$ cat src/rtl/card_line_regs.svh
// Constants for the card bus line control block
`ifndef CARD_LINE_REGS_SVH
`define CARD_LINE_REGS_SVH
`define DATA_LINE_COUNT    8
`define CLK_PERIOD_NS      50
`define MAX_CLK_STD_MHZ    26
`define MAX_CLK_HS_MHZ     52
`define MAX_CLK_LEGACY_MHZ 20
`define CMD_FRAME_BITS     8'd48
`define CMD_ARG_MSB        39
`define CMD_ARG_LSB        8
`define SECTOR_SHIFT       9
`define PULLUP_ALL         8'hfe
`define PULLUP_W4          8'hf0
`define PULLUP_W8          8'h00
`define LANE_MASK_W1       8'h01
`define LANE_MASK_W4       8'h0f
`define LANE_MASK_W8       8'hff
`define BIT_CNT_ZERO       8'h00
`define BIT_CNT_ONE        8'h01
`define SYNC_IDLE          10'h3ff
`endif

$ cat src/rtl/card_line_pkg.sv
// Types shared by the card bus line control block
package card_line_pkg;
  typedef enum logic [1:0] {WIDTH_1, WIDTH_4, WIDTH_8} bus_width_t;
  typedef struct packed {
    logic [7:0] out;
    logic [7:0] oe;
  } data_drive_t;
  typedef struct packed {
    logic out;
    logic oe;
  } cmd_drive_t;
endpackage

$ cat src/rtl/link_sampler.sv
// Two-flop synchroniser and edge finder for the host bus clock and lines
`timescale 1ns/1ps
`include "card_line_regs.svh"
module link_sampler (
  input  wire logic       core_clk,   // Block clock
  input  wire logic       srst,       // Synchronous reset
  input  wire logic [9:0] rawIn,      // Clock, command, data pins
  output logic      [9:0] syncOut,    // Synchronised pins
  output logic            clkRise,    // Bus clock rising edge
  output logic            clkFall     // Bus clock falling edge
);
  logic [9:0] meta_q;
  logic [9:0] sync_q;
  logic       clkLast_q;

  // First stage is read only by the second; reset to the idle-high level
  // so that the flush after reset shows no false bus clock rise
  always_ff @(posedge core_clk) begin
    if (srst) begin
      meta_q    <= `SYNC_IDLE;
      sync_q    <= `SYNC_IDLE;
      clkLast_q <= 1'b1;
    end else begin
      meta_q    <= rawIn;
      sync_q    <= meta_q;
      clkLast_q <= sync_q[0];
    end
  end

  assign syncOut = sync_q;
  assign clkRise = sync_q[0] & ~clkLast_q;
  assign clkFall = ~sync_q[0] & clkLast_q;
endmodule // link_sampler

$ cat src/rtl/card_bus_line_control.sv
// Card side line control: command/data pin drive, width, pull-ups, addressing
`timescale 1ns/1ps
`include "card_line_regs.svh"

// What this block does
// - One bit per clock on command, each data line
// - Works only with bus clocks under half the 20 MHz block clock, even stopped
// - Command open-drain in init, push-pull after
// - Commands arrive on command line, responses leave
// - Data push-pull, only one side drives
// - After reset, data on line zero only
// - Upper data line pull-ups on in single width
// - Four-line width drops pull-ups on lines 1-3
// - Eight-line width drops pull-ups on 1-7
// - Large cards take sector index addresses
// - Address argument is 32 bits wide
// - Supports 1/4/8 widths; 26 and 52 MHz bus clocks are too fast to sample
// - A 20 MHz legacy host bus clock is too fast to sample
// - Initialization uses command line only
module card_bus_line_control
  import card_line_pkg::*;
(
  input  wire logic                    core_clk,      // Block clock, 20 MHz
  input  wire logic                    srst,          // Synchronous reset
  input  wire logic                    busClkIn,      // Host bus clock pin
  input  wire logic                    cmdIn,         // Command pin level
  input  wire logic [7:0]              dataIn,        // Data pin levels
  output card_line_pkg::cmd_drive_t    cmdDrive,      // Command out and enable
  output card_line_pkg::data_drive_t   dataDrive,     // Data out and enables
  output logic      [7:0]              pullupEn,      // Internal pull-up on
  input  wire logic                    initDone,      // Init phase finished
  input  wire logic                    highCapacity,  // Card above 2 GB
  input  wire logic                    setWidth,      // Apply new width
  input  wire card_line_pkg::bus_width_t newWidth,    // Width requested
  input  wire logic                    rspStart,      // Start response
  input  wire logic [47:0]             rspFrame,      // Response bits
  input  wire logic                    txStart,       // Start data send
  input  wire logic [7:0]              txBits,        // Bits per data clock
  input  wire logic                    txLast,        // Last data beat
  output logic      [47:0]             cmdFrame,      // Received command
  output logic                         cmdValid,      // Command pulse
  output logic      [31:0]             blockAddr,     // Address in sectors
  output card_line_pkg::bus_width_t    widthNow,      // Active width
  output logic      [7:0]              rxBits,        // Data beat received
  output logic                         rxValid,       // Data beat pulse
  output logic                         txReady        // Next beat accepted
);
  import card_line_pkg::*;

  typedef enum logic [1:0] {ST_IDLE, ST_CMD_RX, ST_RSP_TX, ST_DATA_TX} st_t;

  logic [9:0]  syncPins;
  logic        clkRise;
  logic        clkFall;
  st_t         state_q, state_d;
  bus_width_t  width_q;
  logic [7:0]  bitCnt_q;
  logic [47:0] shift_q;
  logic        initMode_q;
  cmd_drive_t  cmdDrive_q;
  data_drive_t dataDrive_q;
  logic [7:0]  pullup_q;
  logic [47:0] cmdFrame_q;
  logic        cmdValid_q;
  logic [31:0] blockAddr_q;
  logic [7:0]  rxBits_q;
  logic        rxValid_q;
  logic        txReady_q;
  logic        dataBusy_q;

  // Bus clock is only sampled, so no edge means no progress
  link_sampler u_sampler (
    .core_clk (core_clk),
    .srst     (srst),
    .rawIn    ({dataIn, cmdIn, busClkIn}),
    .syncOut  (syncPins),
    .clkRise  (clkRise),
    .clkFall  (clkFall)
  );

  wire        cmdPin   = syncPins[1];
  wire [7:0]  dataPins = syncPins[9:2];
  // Active lanes follow the width; wider is host choice
  wire [7:0]  laneMask = (width_q == WIDTH_8) ? `LANE_MASK_W8 :
                         (width_q == WIDTH_4) ? `LANE_MASK_W4 :
                                                `LANE_MASK_W1;
  // Pull-up pattern on width change
  wire [7:0]  pullNext = (newWidth == WIDTH_8) ? `PULLUP_W8 :
                         (newWidth == WIDTH_4) ? `PULLUP_W4 :
                                                 `PULLUP_ALL;
  // Our own held response bit must not look like a host start bit
  wire        cmdStart = (state_q == ST_IDLE) & clkRise & ~cmdPin &
                         ~cmdDrive_q.oe;
  wire        frameEnd = (bitCnt_q == `CMD_FRAME_BITS - `BIT_CNT_ONE);
  // 32-bit argument; byte form shifted to sectors for small cards
  wire [31:0] argField = shift_q[`CMD_ARG_MSB-1:`CMD_ARG_LSB-1];
  wire [31:0] argAddr  = highCapacity ? argField :
                         (argField >> `SECTOR_SHIFT);
  // Data is never used before init ends; refused unless idle
  wire        dataGo   = txStart & initDone & ~dataBusy_q &
                         (state_q == ST_IDLE) & ~cmdStart & ~rspStart;

  // Frame sequencer: one bit per bus clock edge
  always_comb begin
    state_d = state_q;
    case (state_q)
      ST_IDLE: begin
        if (cmdStart) state_d = ST_CMD_RX;
        else if (rspStart) state_d = ST_RSP_TX;
        else if (dataGo) state_d = ST_DATA_TX;
      end
      ST_CMD_RX:  if (clkRise && frameEnd) state_d = ST_IDLE;
      ST_RSP_TX:  if (clkFall && frameEnd) state_d = ST_IDLE;
      ST_DATA_TX: if (clkFall && txLast) state_d = ST_IDLE;
      default:    state_d = ST_IDLE;
    endcase
  end

  // Command receive and response shift
  always_ff @(posedge core_clk) begin
    if (srst) begin
      state_q  <= ST_IDLE;
      bitCnt_q <= `BIT_CNT_ZERO;
      shift_q  <= 48'h0;
    end else begin
      state_q <= state_d;
      if (cmdStart) begin
        bitCnt_q <= `BIT_CNT_ONE;
        shift_q  <= 48'h0;
      end else if (state_q == ST_CMD_RX && clkRise) begin
        bitCnt_q <= bitCnt_q + `BIT_CNT_ONE;
        shift_q  <= {shift_q[46:0], cmdPin};
      end else if (state_q == ST_IDLE && rspStart) begin
        bitCnt_q <= `BIT_CNT_ZERO;
        shift_q  <= rspFrame;
      end else if (state_q == ST_RSP_TX && clkFall) begin
        bitCnt_q <= bitCnt_q + `BIT_CNT_ONE;
        shift_q  <= {shift_q[46:0], 1'b1};
      end
    end
  end

  // Command pin drive: open-drain only pulls low during init
  always_ff @(posedge core_clk) begin
    if (srst) begin
      initMode_q <= 1'b1;
      cmdDrive_q <= '{out: 1'b1, oe: 1'b0};
    end else begin
      if (initDone) initMode_q <= 1'b0;
      if (state_q == ST_RSP_TX && clkFall) begin
        cmdDrive_q.out <= shift_q[47];
        cmdDrive_q.oe  <= initMode_q ? ~shift_q[47] : 1'b1;
      end else if (state_q != ST_RSP_TX && clkFall) begin
        // Last bit stands for its whole bus clock, let go at next fall
        cmdDrive_q <= '{out: 1'b1, oe: 1'b0};
      end
    end
  end

  // Received command out, with sector address
  always_ff @(posedge core_clk) begin
    if (srst) begin
      cmdFrame_q  <= 48'h0;
      cmdValid_q  <= 1'b0;
      blockAddr_q <= 32'h0;
    end else begin
      cmdValid_q <= 1'b0;
      if (state_q == ST_CMD_RX && clkRise && frameEnd) begin
        cmdFrame_q  <= {shift_q[46:0], cmdPin};
        cmdValid_q  <= 1'b1;
        blockAddr_q <= argAddr;
      end
    end
  end

  // Width and pull-ups change in the same cycle
  always_ff @(posedge core_clk) begin
    if (srst) begin
      width_q  <= WIDTH_1;
      pullup_q <= `PULLUP_ALL;
    end else if (setWidth && state_q == ST_IDLE) begin
      width_q  <= newWidth;
      pullup_q <= pullNext;
    end
  end

  // Data drive: card owns lines only while sending
  always_ff @(posedge core_clk) begin
    if (srst) begin
      dataDrive_q <= '{out: 8'h00, oe: 8'h00};
      dataBusy_q  <= 1'b0;
      txReady_q   <= 1'b0;
    end else begin
      txReady_q <= 1'b0;
      if (dataGo) dataBusy_q <= 1'b1;
      if (state_q == ST_DATA_TX && clkFall) begin
        dataDrive_q.out <= txBits & laneMask;
        dataDrive_q.oe  <= laneMask;
        txReady_q       <= 1'b1;
        if (txLast) dataBusy_q <= 1'b0;
      end else if (state_q != ST_DATA_TX && (clkFall || setWidth)) begin
        // Last beat held to next fall; a width change lets go at once
        dataDrive_q <= '{out: 8'h00, oe: 8'h00};
      end
    end
  end

  // Host data beats sampled on active lanes only
  always_ff @(posedge core_clk) begin
    if (srst) begin
      rxBits_q  <= 8'h00;
      rxValid_q <= 1'b0;
    end else begin
      rxValid_q <= clkRise & initDone & (state_q == ST_IDLE);
      if (clkRise) rxBits_q <= dataPins & laneMask;
    end
  end

  assign cmdDrive  = cmdDrive_q;
  assign dataDrive = dataDrive_q;
  assign pullupEn  = pullup_q;
  assign cmdFrame  = cmdFrame_q;
  assign cmdValid  = cmdValid_q;
  assign blockAddr = blockAddr_q;
  assign widthNow  = width_q;
  assign rxBits    = rxBits_q;
  assign rxValid   = rxValid_q;
  assign txReady   = txReady_q;
endmodule // card_bus_line_control

$ cat config.mk
export PLATFORM = sky130hd
export DESIGN_NAME = card_bus_line_control
export DESIGN_NICKNAME = d
export VERILOG_FILES = /design/src/rtl/card_line_pkg.sv /design/src/rtl/link_sampler.sv /design/src/rtl/card_bus_line_control.sv
export VERILOG_INCLUDE_DIRS = /design/src /design/src/rtl
export SDC_FILE = /design/constraint.sdc
export NUM_CORES = 1
export LEC_CHECK = 0
export ABC_CLOCK_PERIOD_IN_PS = 5230
export BUFFER_PORTS_ARGS = -buffer_cell sky130_fd_sc_hd__buf_4
export CAP_MARGIN = 20
export CORE_MARGIN = 4
export CORE_UTILIZATION = 57
export CTS_CLUSTER_DIAMETER = 150
export CTS_CLUSTER_SIZE = 20
export DETAILED_ROUTE_END_ITERATION = 10
export PLACE_DENSITY = 0.87
export SLEW_MARGIN = 0
export SYNTH_ARGS = -nofsm -noshare
export SYNTH_HDL_FRONTEND = slang
export SYNTH_SLANG_ARGS = --single-unit
export TNS_END_PERCENT = 20
$ cat constraint.sdc
create_clock -name core_clk -period 5.23 [get_ports core_clk]
set_clock_uncertainty 0.2 [all_clocks]
set_input_delay 1.3075 -clock core_clk [delete_from_list [all_inputs] [get_ports core_clk]]
set_output_delay 1.3075 -clock core_clk [all_outputs]
set_load 0.02 [all_outputs]
==> impl_metrics.csv, run 1 <==
group,metric,value,unit
status,status,"finished, final reports clean",
power,power.leakage,4.081,nW
yosys,synthArstFlopShare,0,%
yosys,synth_edf_count,0,
grt,grt_pass1_wl,29770,um
clock_tree,root_buffer,"clkbuf_16",
yosys,synthDistinctLibCells,47,
clock_tree,clockBufferDepth,2,
grt,grt_max_degree,95,
yosys,syn_area_per_cell,9.088,sq um
sta,post-route-min-period,3041,ps
grt,grt_use_total,25.01,%
floorplan,pin_count,195,
layout,drive_gt1_share,26.41,%
clock_tree,cts-resized-gates,0,
sta,grt_setup_unrepaired,"false",
floorplan,die_h,122.0,um
setup_path,critical_path_required,5280,ps
power,ir_worst_vdd,0.2336,mV
sta,worst_pin_slew,977.3,ps
detailed_routing,final_antenna_net_count,0,
yosys,synth_commonest_cells,"dfxtp_1, nand2_1, nor2_1",
yosys,synth.largest_area_cell,"dfxtp_1",
sta,finalHoldViolCount,0,
worst_hold_path,hp-class,"flop to flop",
clock_tree,numCtsBuffers,17,
clock_tree,htreeDepth,4,
yosys,synth_flop_cell,"dfxtp_1",
detailed_routing,drt-total-wl,18670,um
detailed_routing,drcViolationCount,0,
yosys,netlist_top_cells_area,"dfxtp_1, mux2i_1, a211oi_1",
clock_tree,post_cts_buffers,0,
layout,nets,1039,
setup_path,path_class,"input pin to flop",
floorplan,die_area,14880,sq um
layout,antenna_cells,0,
floorplan,start_util,58.46,%
grt,grt.overflow.total,0,
sta,slew_violations,0,
floorplan,rows,41,
detailed_routing,vias_per_cell,5.570,
clock_tree,clkTransAtPathRegs,60,ps
yosys,yosysMostFrequentCell,"dfxtp_1",
setup_path,worst-path-max-fanout,85,
yosys,ys_seq_elements,189,
clock_tree,clk_latency,420,ps
sta,period_share,58.15,%
yosys,yosysWarnings,0,
power,power_density,364.2,nW/um^2
placed_design,place.gp.congestion,0.8146,
yosys,yosysSeqAreaShare,51.08,%
setup_path,worstRegToRegCells,6,
clock_tree,cts_sinks,189,
power,fin_total_pwr,3.415,mW
sta,slew_headroom,34.61,%
sta,finalSetupViolCount,0,
yosys,synth.top_cell.area_share,51.08,%
placed_design,hpwl,12280,um
detailed_routing,vias,6378,
grt,grt_pass1_vias,6032,
grt,antenna_found_initial,0,
setup_path,cp-start-kind,"input pin",
layout,fillers,957,
sta,fin_setup_tns,0,ps
setup_path,arrival,3100,ps
clock_tree,hold_buffers,0,
detailed_routing,drtIter0Drc,508,
detailed_routing,routedWlPerCell,16.30,um
clock_tree,cts_tree,"yes",
yosys,netlist_area,7407,sq um
floorplan,core,12670,sq um
setup_path,end_kind,"flop",
floorplan,die_w,122.0,um
worst_hold_path,whs_path_depth,1,
layout,syn_to_final_growth,26.57,%
sta,fmaxAchievable,0.3288,GHz
flow_run,maxCapViolations,0,
sta,holdWs,207.4,ps
placed_design,portBuffers,193,
yosys,synthCells,815,
yosys,syn-num-nets,894,
detailed_routing,first_pass_iters,6,
## final cells by class
class / instances / area (sq um) / share of cell area (%)
flip-flops and latches: 189 / 3784 / 40.36
multi-input cells: 547 / 3237 / 34.53
repair buffers: 199 / 1491 / 15.91
clock buffers: 22 / 464.2 / 4.951
well taps: 172 / 215.2 / 2.295
clock inverters: 10 / 161.4 / 1.722
inverters: 6 / 22.52 / 0.2402
## worst max-delay path, cell delays in order
cell      delay (ps)
buf_4            610
inv_1            240
nand2_2          760
a211oi_1         120
## sequential cells by signal, indices dropped and copies added (netlist names), 2 cells and up
register and cells:
cmdFrame 48, shift_q 48, blockAddr 32, dataDrive 11, u_sampler.meta_q 10, u_sampler.syncOut 10
bitCnt_q 8, rxBits 8, cmdDrive 2, pullupEn 2, state_q 2, widthNow 2
## cell usage in the layout (no fill, tap or decap), types with 2 or more instances in the layout
cell type	count
a21oi_1	77
a211oi_1	72
bufinv_16	4
o21ai_0	4
xnor2_1	4
clkbuf_16	17
and3_1	2
nand3_1	18
nor2b_1	6
clkbuf_8	2
or2_2	22
or3_1	2
nand3b_1	4
dfxtp_1	189
nor3_1	2
buf_4	198
inv_1	6
mux2i_1	72
nand2_1	123
nor4_1	2
clkbuf_1	3
nor2_1	94
a21o_1	3
ha_1	3
o211ai_1	2
clkinvlp_4	3
nor4bb_1	2
nand2b_1	3
clkinv_2	2
a22oi_1	8
## per-layer routing
layer  up-vias  track usage, %  part of all wire (%)
met5         -               0                     0
met4         0           9.174                   2.2
met3        40           6.639                   7.9
met2       243           41.37                    48
met1      2978           31.51                    42
li1       3117               -                     -
## worst paths after layout
check                                                     from                         endpoint  slack (ps)
worst max-delay path                                      srst         shift_q[42]$_SDFFE_PP0P_        2190
worst min-delay path            u_sampler.meta_q[9]$_SDFF_PP1_  u_sampler.syncOut[9]$_SDFF_PP1_         210
worst max register to register         state_q[0]$_SDFFE_PP0P_         shift_q[24]$_SDFFE_PP0P_        2370
worst min register to register  u_sampler.meta_q[9]$_SDFF_PP1_  u_sampler.syncOut[9]$_SDFF_PP1_         210
## cell families (layout without fill, tap and decap cells)
logic type / count (synthesis) / in the layout / synth area share, %
other: 1 / 1 / 0.05063
flip-flops: 189 / 189 / 51.08
XOR/XNOR: 4 / 4 / 0.4729
AND/OR/NAND/NOR: 293 / 293 / 17.57
AO/OA/AOI/OAI: 174 / 174 / 15.02
adder cells (fa/ha/maj): 3 / 3 / 0.5068
buffers and inverters: 79 / 237 / 5.574
multiplexers: 72 / 72 / 9.730
## metrics by stage
step | setup WS [ps] | area, sq um | std cells | utilization [%]
2_1_floorplan | 2629 | 7407 | 815 | -
3_3_place_gp | 1800 | 8745 | 1112 | 69.01
3_5_place_dp | 1765 | 8745 | 1112 | 69.01
4_1_cts | 2161 | 9370 | 1144 | 73.95
5_1_grt | 1948 | 9375 | 1145 | 73.99
6_report | 2189 | 9375 | 1145 | 73.99
## power by group
| part | switching (mW) | total, mW | internal, mW |
|---|---|---|---|
| Combinational | 0.227 | 0.409 | 0.182 |
| Clock | 0.536 | 1.36 | 0.826 |
| Sequential | 0.114 | 1.64 | 1.53 |
No activity file was read; power rests on OpenSTA's default activity.
==> run 2: changes to the inputs <==
--- a/config.mk
+++ b/config.mk
@@ -6,15 +6,16 @@
 export SDC_FILE = /design/constraint.sdc
 export NUM_CORES = 1
 export LEC_CHECK = 0
-export ABC_CLOCK_PERIOD_IN_PS = 5230
+export ABC_AREA = 1
+export ABC_CLOCK_PERIOD_IN_PS = 2920
 export BUFFER_PORTS_ARGS = -buffer_cell sky130_fd_sc_hd__buf_4
 export CAP_MARGIN = 20
 export CORE_MARGIN = 4
-export CORE_UTILIZATION = 57
+export CORE_UTILIZATION = 52
 export CTS_CLUSTER_DIAMETER = 150
 export CTS_CLUSTER_SIZE = 20
 export DETAILED_ROUTE_END_ITERATION = 10
-export PLACE_DENSITY = 0.87
+export PLACE_DENSITY = 0.81
 export SLEW_MARGIN = 0
 export SYNTH_ARGS = -nofsm -noshare
 export SYNTH_HDL_FRONTEND = slang
==> constraint.sdc (replaced) <==
create_clock -name core_clk -period 2.92 [get_ports core_clk]
set_clock_uncertainty 0.2 [all_clocks]
set_input_delay 0.73 -clock core_clk [delete_from_list [all_inputs] [get_ports core_clk]]
set_output_delay 0.73 -clock core_clk [all_outputs]
set_load 0.02 [all_outputs]
==> run 2 against run 1 <==
Global-route usage is 0.80 points lower. Flip-flop and latch count did not move. Utilization fell by 6.4 points. Clock power up 71%. Sequential share of layout area up 0.11 points. Count of clock-buffer cells in the layout decreased by 1. Worst setup slack got worse by 1500 ps. Power rose by 87%. Largest cell class unchanged.
==> impl_metrics.csv, run 2 <==
group,metric,value,unit
yosys,synth.largest_area_cell,"dfxtp_1",
sta,fin_setup_tns,0,ps
floorplan,pin_count,195,
flow_run,maxCapViolations,0,
layout,antenna_cells,0,
sta,worst_pin_slew,821.0,ps
setup_path,end_kind,"flop",
sta,finalHoldViolCount,0,
sta,fmaxAchievable,0.4575,GHz
layout,layout_common_cells,"nand2_1, buf_4, dfxtp_1, a21oi_1, nand3_1",
yosys,yosysMostFrequentCell,"nand2_1",
clock_tree,cts_tree,"yes",
setup_path,slowest_stage,"buf_4",
sta,post-route-min-period,2186,ps
sta,period_share,74.86,%
yosys,synth-simple-area-share,24.10,%
clock_tree,cts_sinks,189,
detailed_routing,vias,6915,
setup_path,r2r_setup_slack,730,ps
setup_path,cp-start-kind,"flop",
layout,drive_gt1_share,26.05,%
clock_tree,clkTransAtPathRegs,70,ps
setup_path,crit_chain,"ha_1 > nand2_1 > nor2_1 > nand3_4 > buf_4 > nand2_1 > a21oi_1",
grt,grtUsageMet3,7.242,%
yosys,synth_top_family_by_area,"simple AND/OR/NAND/NOR gates",
sta,finalSetupViolCount,0,
yosys,yosysWarnings,0,
floorplan,rows,43,
power,fin_total_pwr,6.385,mW
clock_tree,cts-resized-gates,0,
grt,grt_max_degree,82,
sta,slew_headroom,45.27,%
clock_tree,root_buffer,"clkbuf_16",
setup_path,path_buf_inv,1,
detailed_routing,drt-total-wl,19510,um
grt,grt.overflow.total,0,
grt,antenna_found_initial,0,
clock_tree,clk_latency,430,ps
placed_design,place.gp.congestion,0.7790,
detailed_routing,first_pass_iters,6,
setup_path,path_class,"flop to flop",
grt,grt_pass1_wl,31640,um
yosys,synthMuxAreaShare,3.548,%
setup_path,critPathTopFamily,"buffers and inverters",
clock_tree,clockBufferDepth,2,
detailed_routing,drtIter0Drc,576,
setup_path,critical_path_required,3080,ps
clock_tree,post_cts_buffers,0,
clock_tree,htreeDepth,4,
yosys,synth_commonest_cells,"nand2_1, dfxtp_1, a21oi_1",
floorplan,start_util,52.80,%
floorplan,die_w,126.5,um
yosys,synthDistinctLibCells,30,
grt,top_usage_layer,"met2",
setup_path,crit_path_frequent_cell,"nand2_1",
placed_design,hpwl,12780,um
floorplan,core,13830,sq um
yosys,synth_fa_ha_area_share,0.5141,%
detailed_routing,routedWlPerCell,15.32,um
yosys,yosysSeqAreaShare,51.83,%
worst_hold_path,hp-class,"flop to flop",
grt,met1_usage,30.62,%
yosys,syn_area_per_cell,7.867,sq um
clock_tree,hold_buffers,0,
yosys,netlist_top_cells_area,"dfxtp_1, nand2_1, a21oi_1",
yosys,synth.top_cell.area_share,51.83,%
grt,grt_pass1_vias,6375,
sta,slew_violations,0,
yosys,ys_seq_elements,189,
setup_path,arrival,2340,ps
status,status,"finished, final reports clean",
yosys,synth_compound_area_share,13.30,%
yosys,synth_edf_count,0,
layout,layout_commonest_cell,"nand2_1",
floorplan,die_area,16000,sq um
yosys,synth-xor-area-share,0.1200,%
yosys,syn-num-nets,1007,
detailed_routing,vias_per_cell,5.428,
detailed_routing,final_antenna_net_count,0,
sta,grt_setup_unrepaired,"false",
clock_tree,numCtsBuffers,17,
yosys,synthCells,928,
detailed_routing,drcViolationCount,0,
placed_design,portBuffers,193,
layout,nets,1160,
setup_path,slowest_delay,610,ps
power,ir_worst_vdd,0.5390,mV
grt,use_met2,39.29,%
yosys,netlist_area,7301,sq um
power,power.leakage,3.785,nW
yosys,synth_flop_cell,"dfxtp_1",
setup_path,worst-path-max-fanout,81,
power,power_density,682.8,nW/um^2
yosys,synthArstFlopShare,0,%
grt,grt_use_total,24.21,%
floorplan,die_h,126.5,um
layout,syn_to_final_growth,28.07,%
run 2: final cells by class:
type	count	area, sq um
clock buffer	21	460.4
clock inverter	11	133.9
fill	1177	4477
inverter	37	138.9
multi-input combinational	632	3052
sequential	189	3784
tap	180	225.2
timing repair buffer	204	1556
run 2: routing by layer:
metal,vias up,wire (um)
li1,3357,-
met1,3244,7974
met2,275,9372
met3,39,1712
met4,0,451
met5,-,0
run 2: cell families after synthesis:
family / count (synthesis)
adders and majority gates: 3
muxes: 23
other: 1
xor gates and xnor gates: 1
and+or+nand+nor: 425
AOI/OAI and AO/OA: 179
DFF: 189
buffers and inverters: 107
run 2: final timing paths:
kind | start | to | depth (start not counted)
max | bitCnt_q[0]$_SDFFE_PP0P_ | blockAddr[7]$_SDFFE_PP0P_ | 7
min | u_sampler.meta_q[7]$_SDFF_PP1_ | u_sampler.syncOut[7]$_SDFF_PP1_ | 1
max reg2reg | bitCnt_q[0]$_SDFFE_PP0P_ | blockAddr[7]$_SDFFE_PP0P_ | 7
min reg2reg | u_sampler.meta_q[7]$_SDFF_PP1_ | u_sampler.syncOut[7]$_SDFF_PP1_ | 1
run 2: stage by stage:
stage	utilization [%]	setup WS, ps	area [sq um]	instances	hold slack (ps)
3_5_place_dp	63.32	578.1	8756	1242	193.4
6_report	67.62	734.2	9350	1274	207.0
5_1_grt	67.62	527.7	9350	1274	226.2
3_3_place_gp	63.32	610.1	8756	1242	191.0
2_1_floorplan	-	875.0	7301	928	189.5
4_1_cts	67.62	726.6	9350	1274	208.7
run 2: report_power, final:
part	switching [mW]	internal (mW)	leakage, nW
logic	0.704	0.399	1.95
clock network	1.00	1.32	0.294
registers	0.200	2.76	1.54
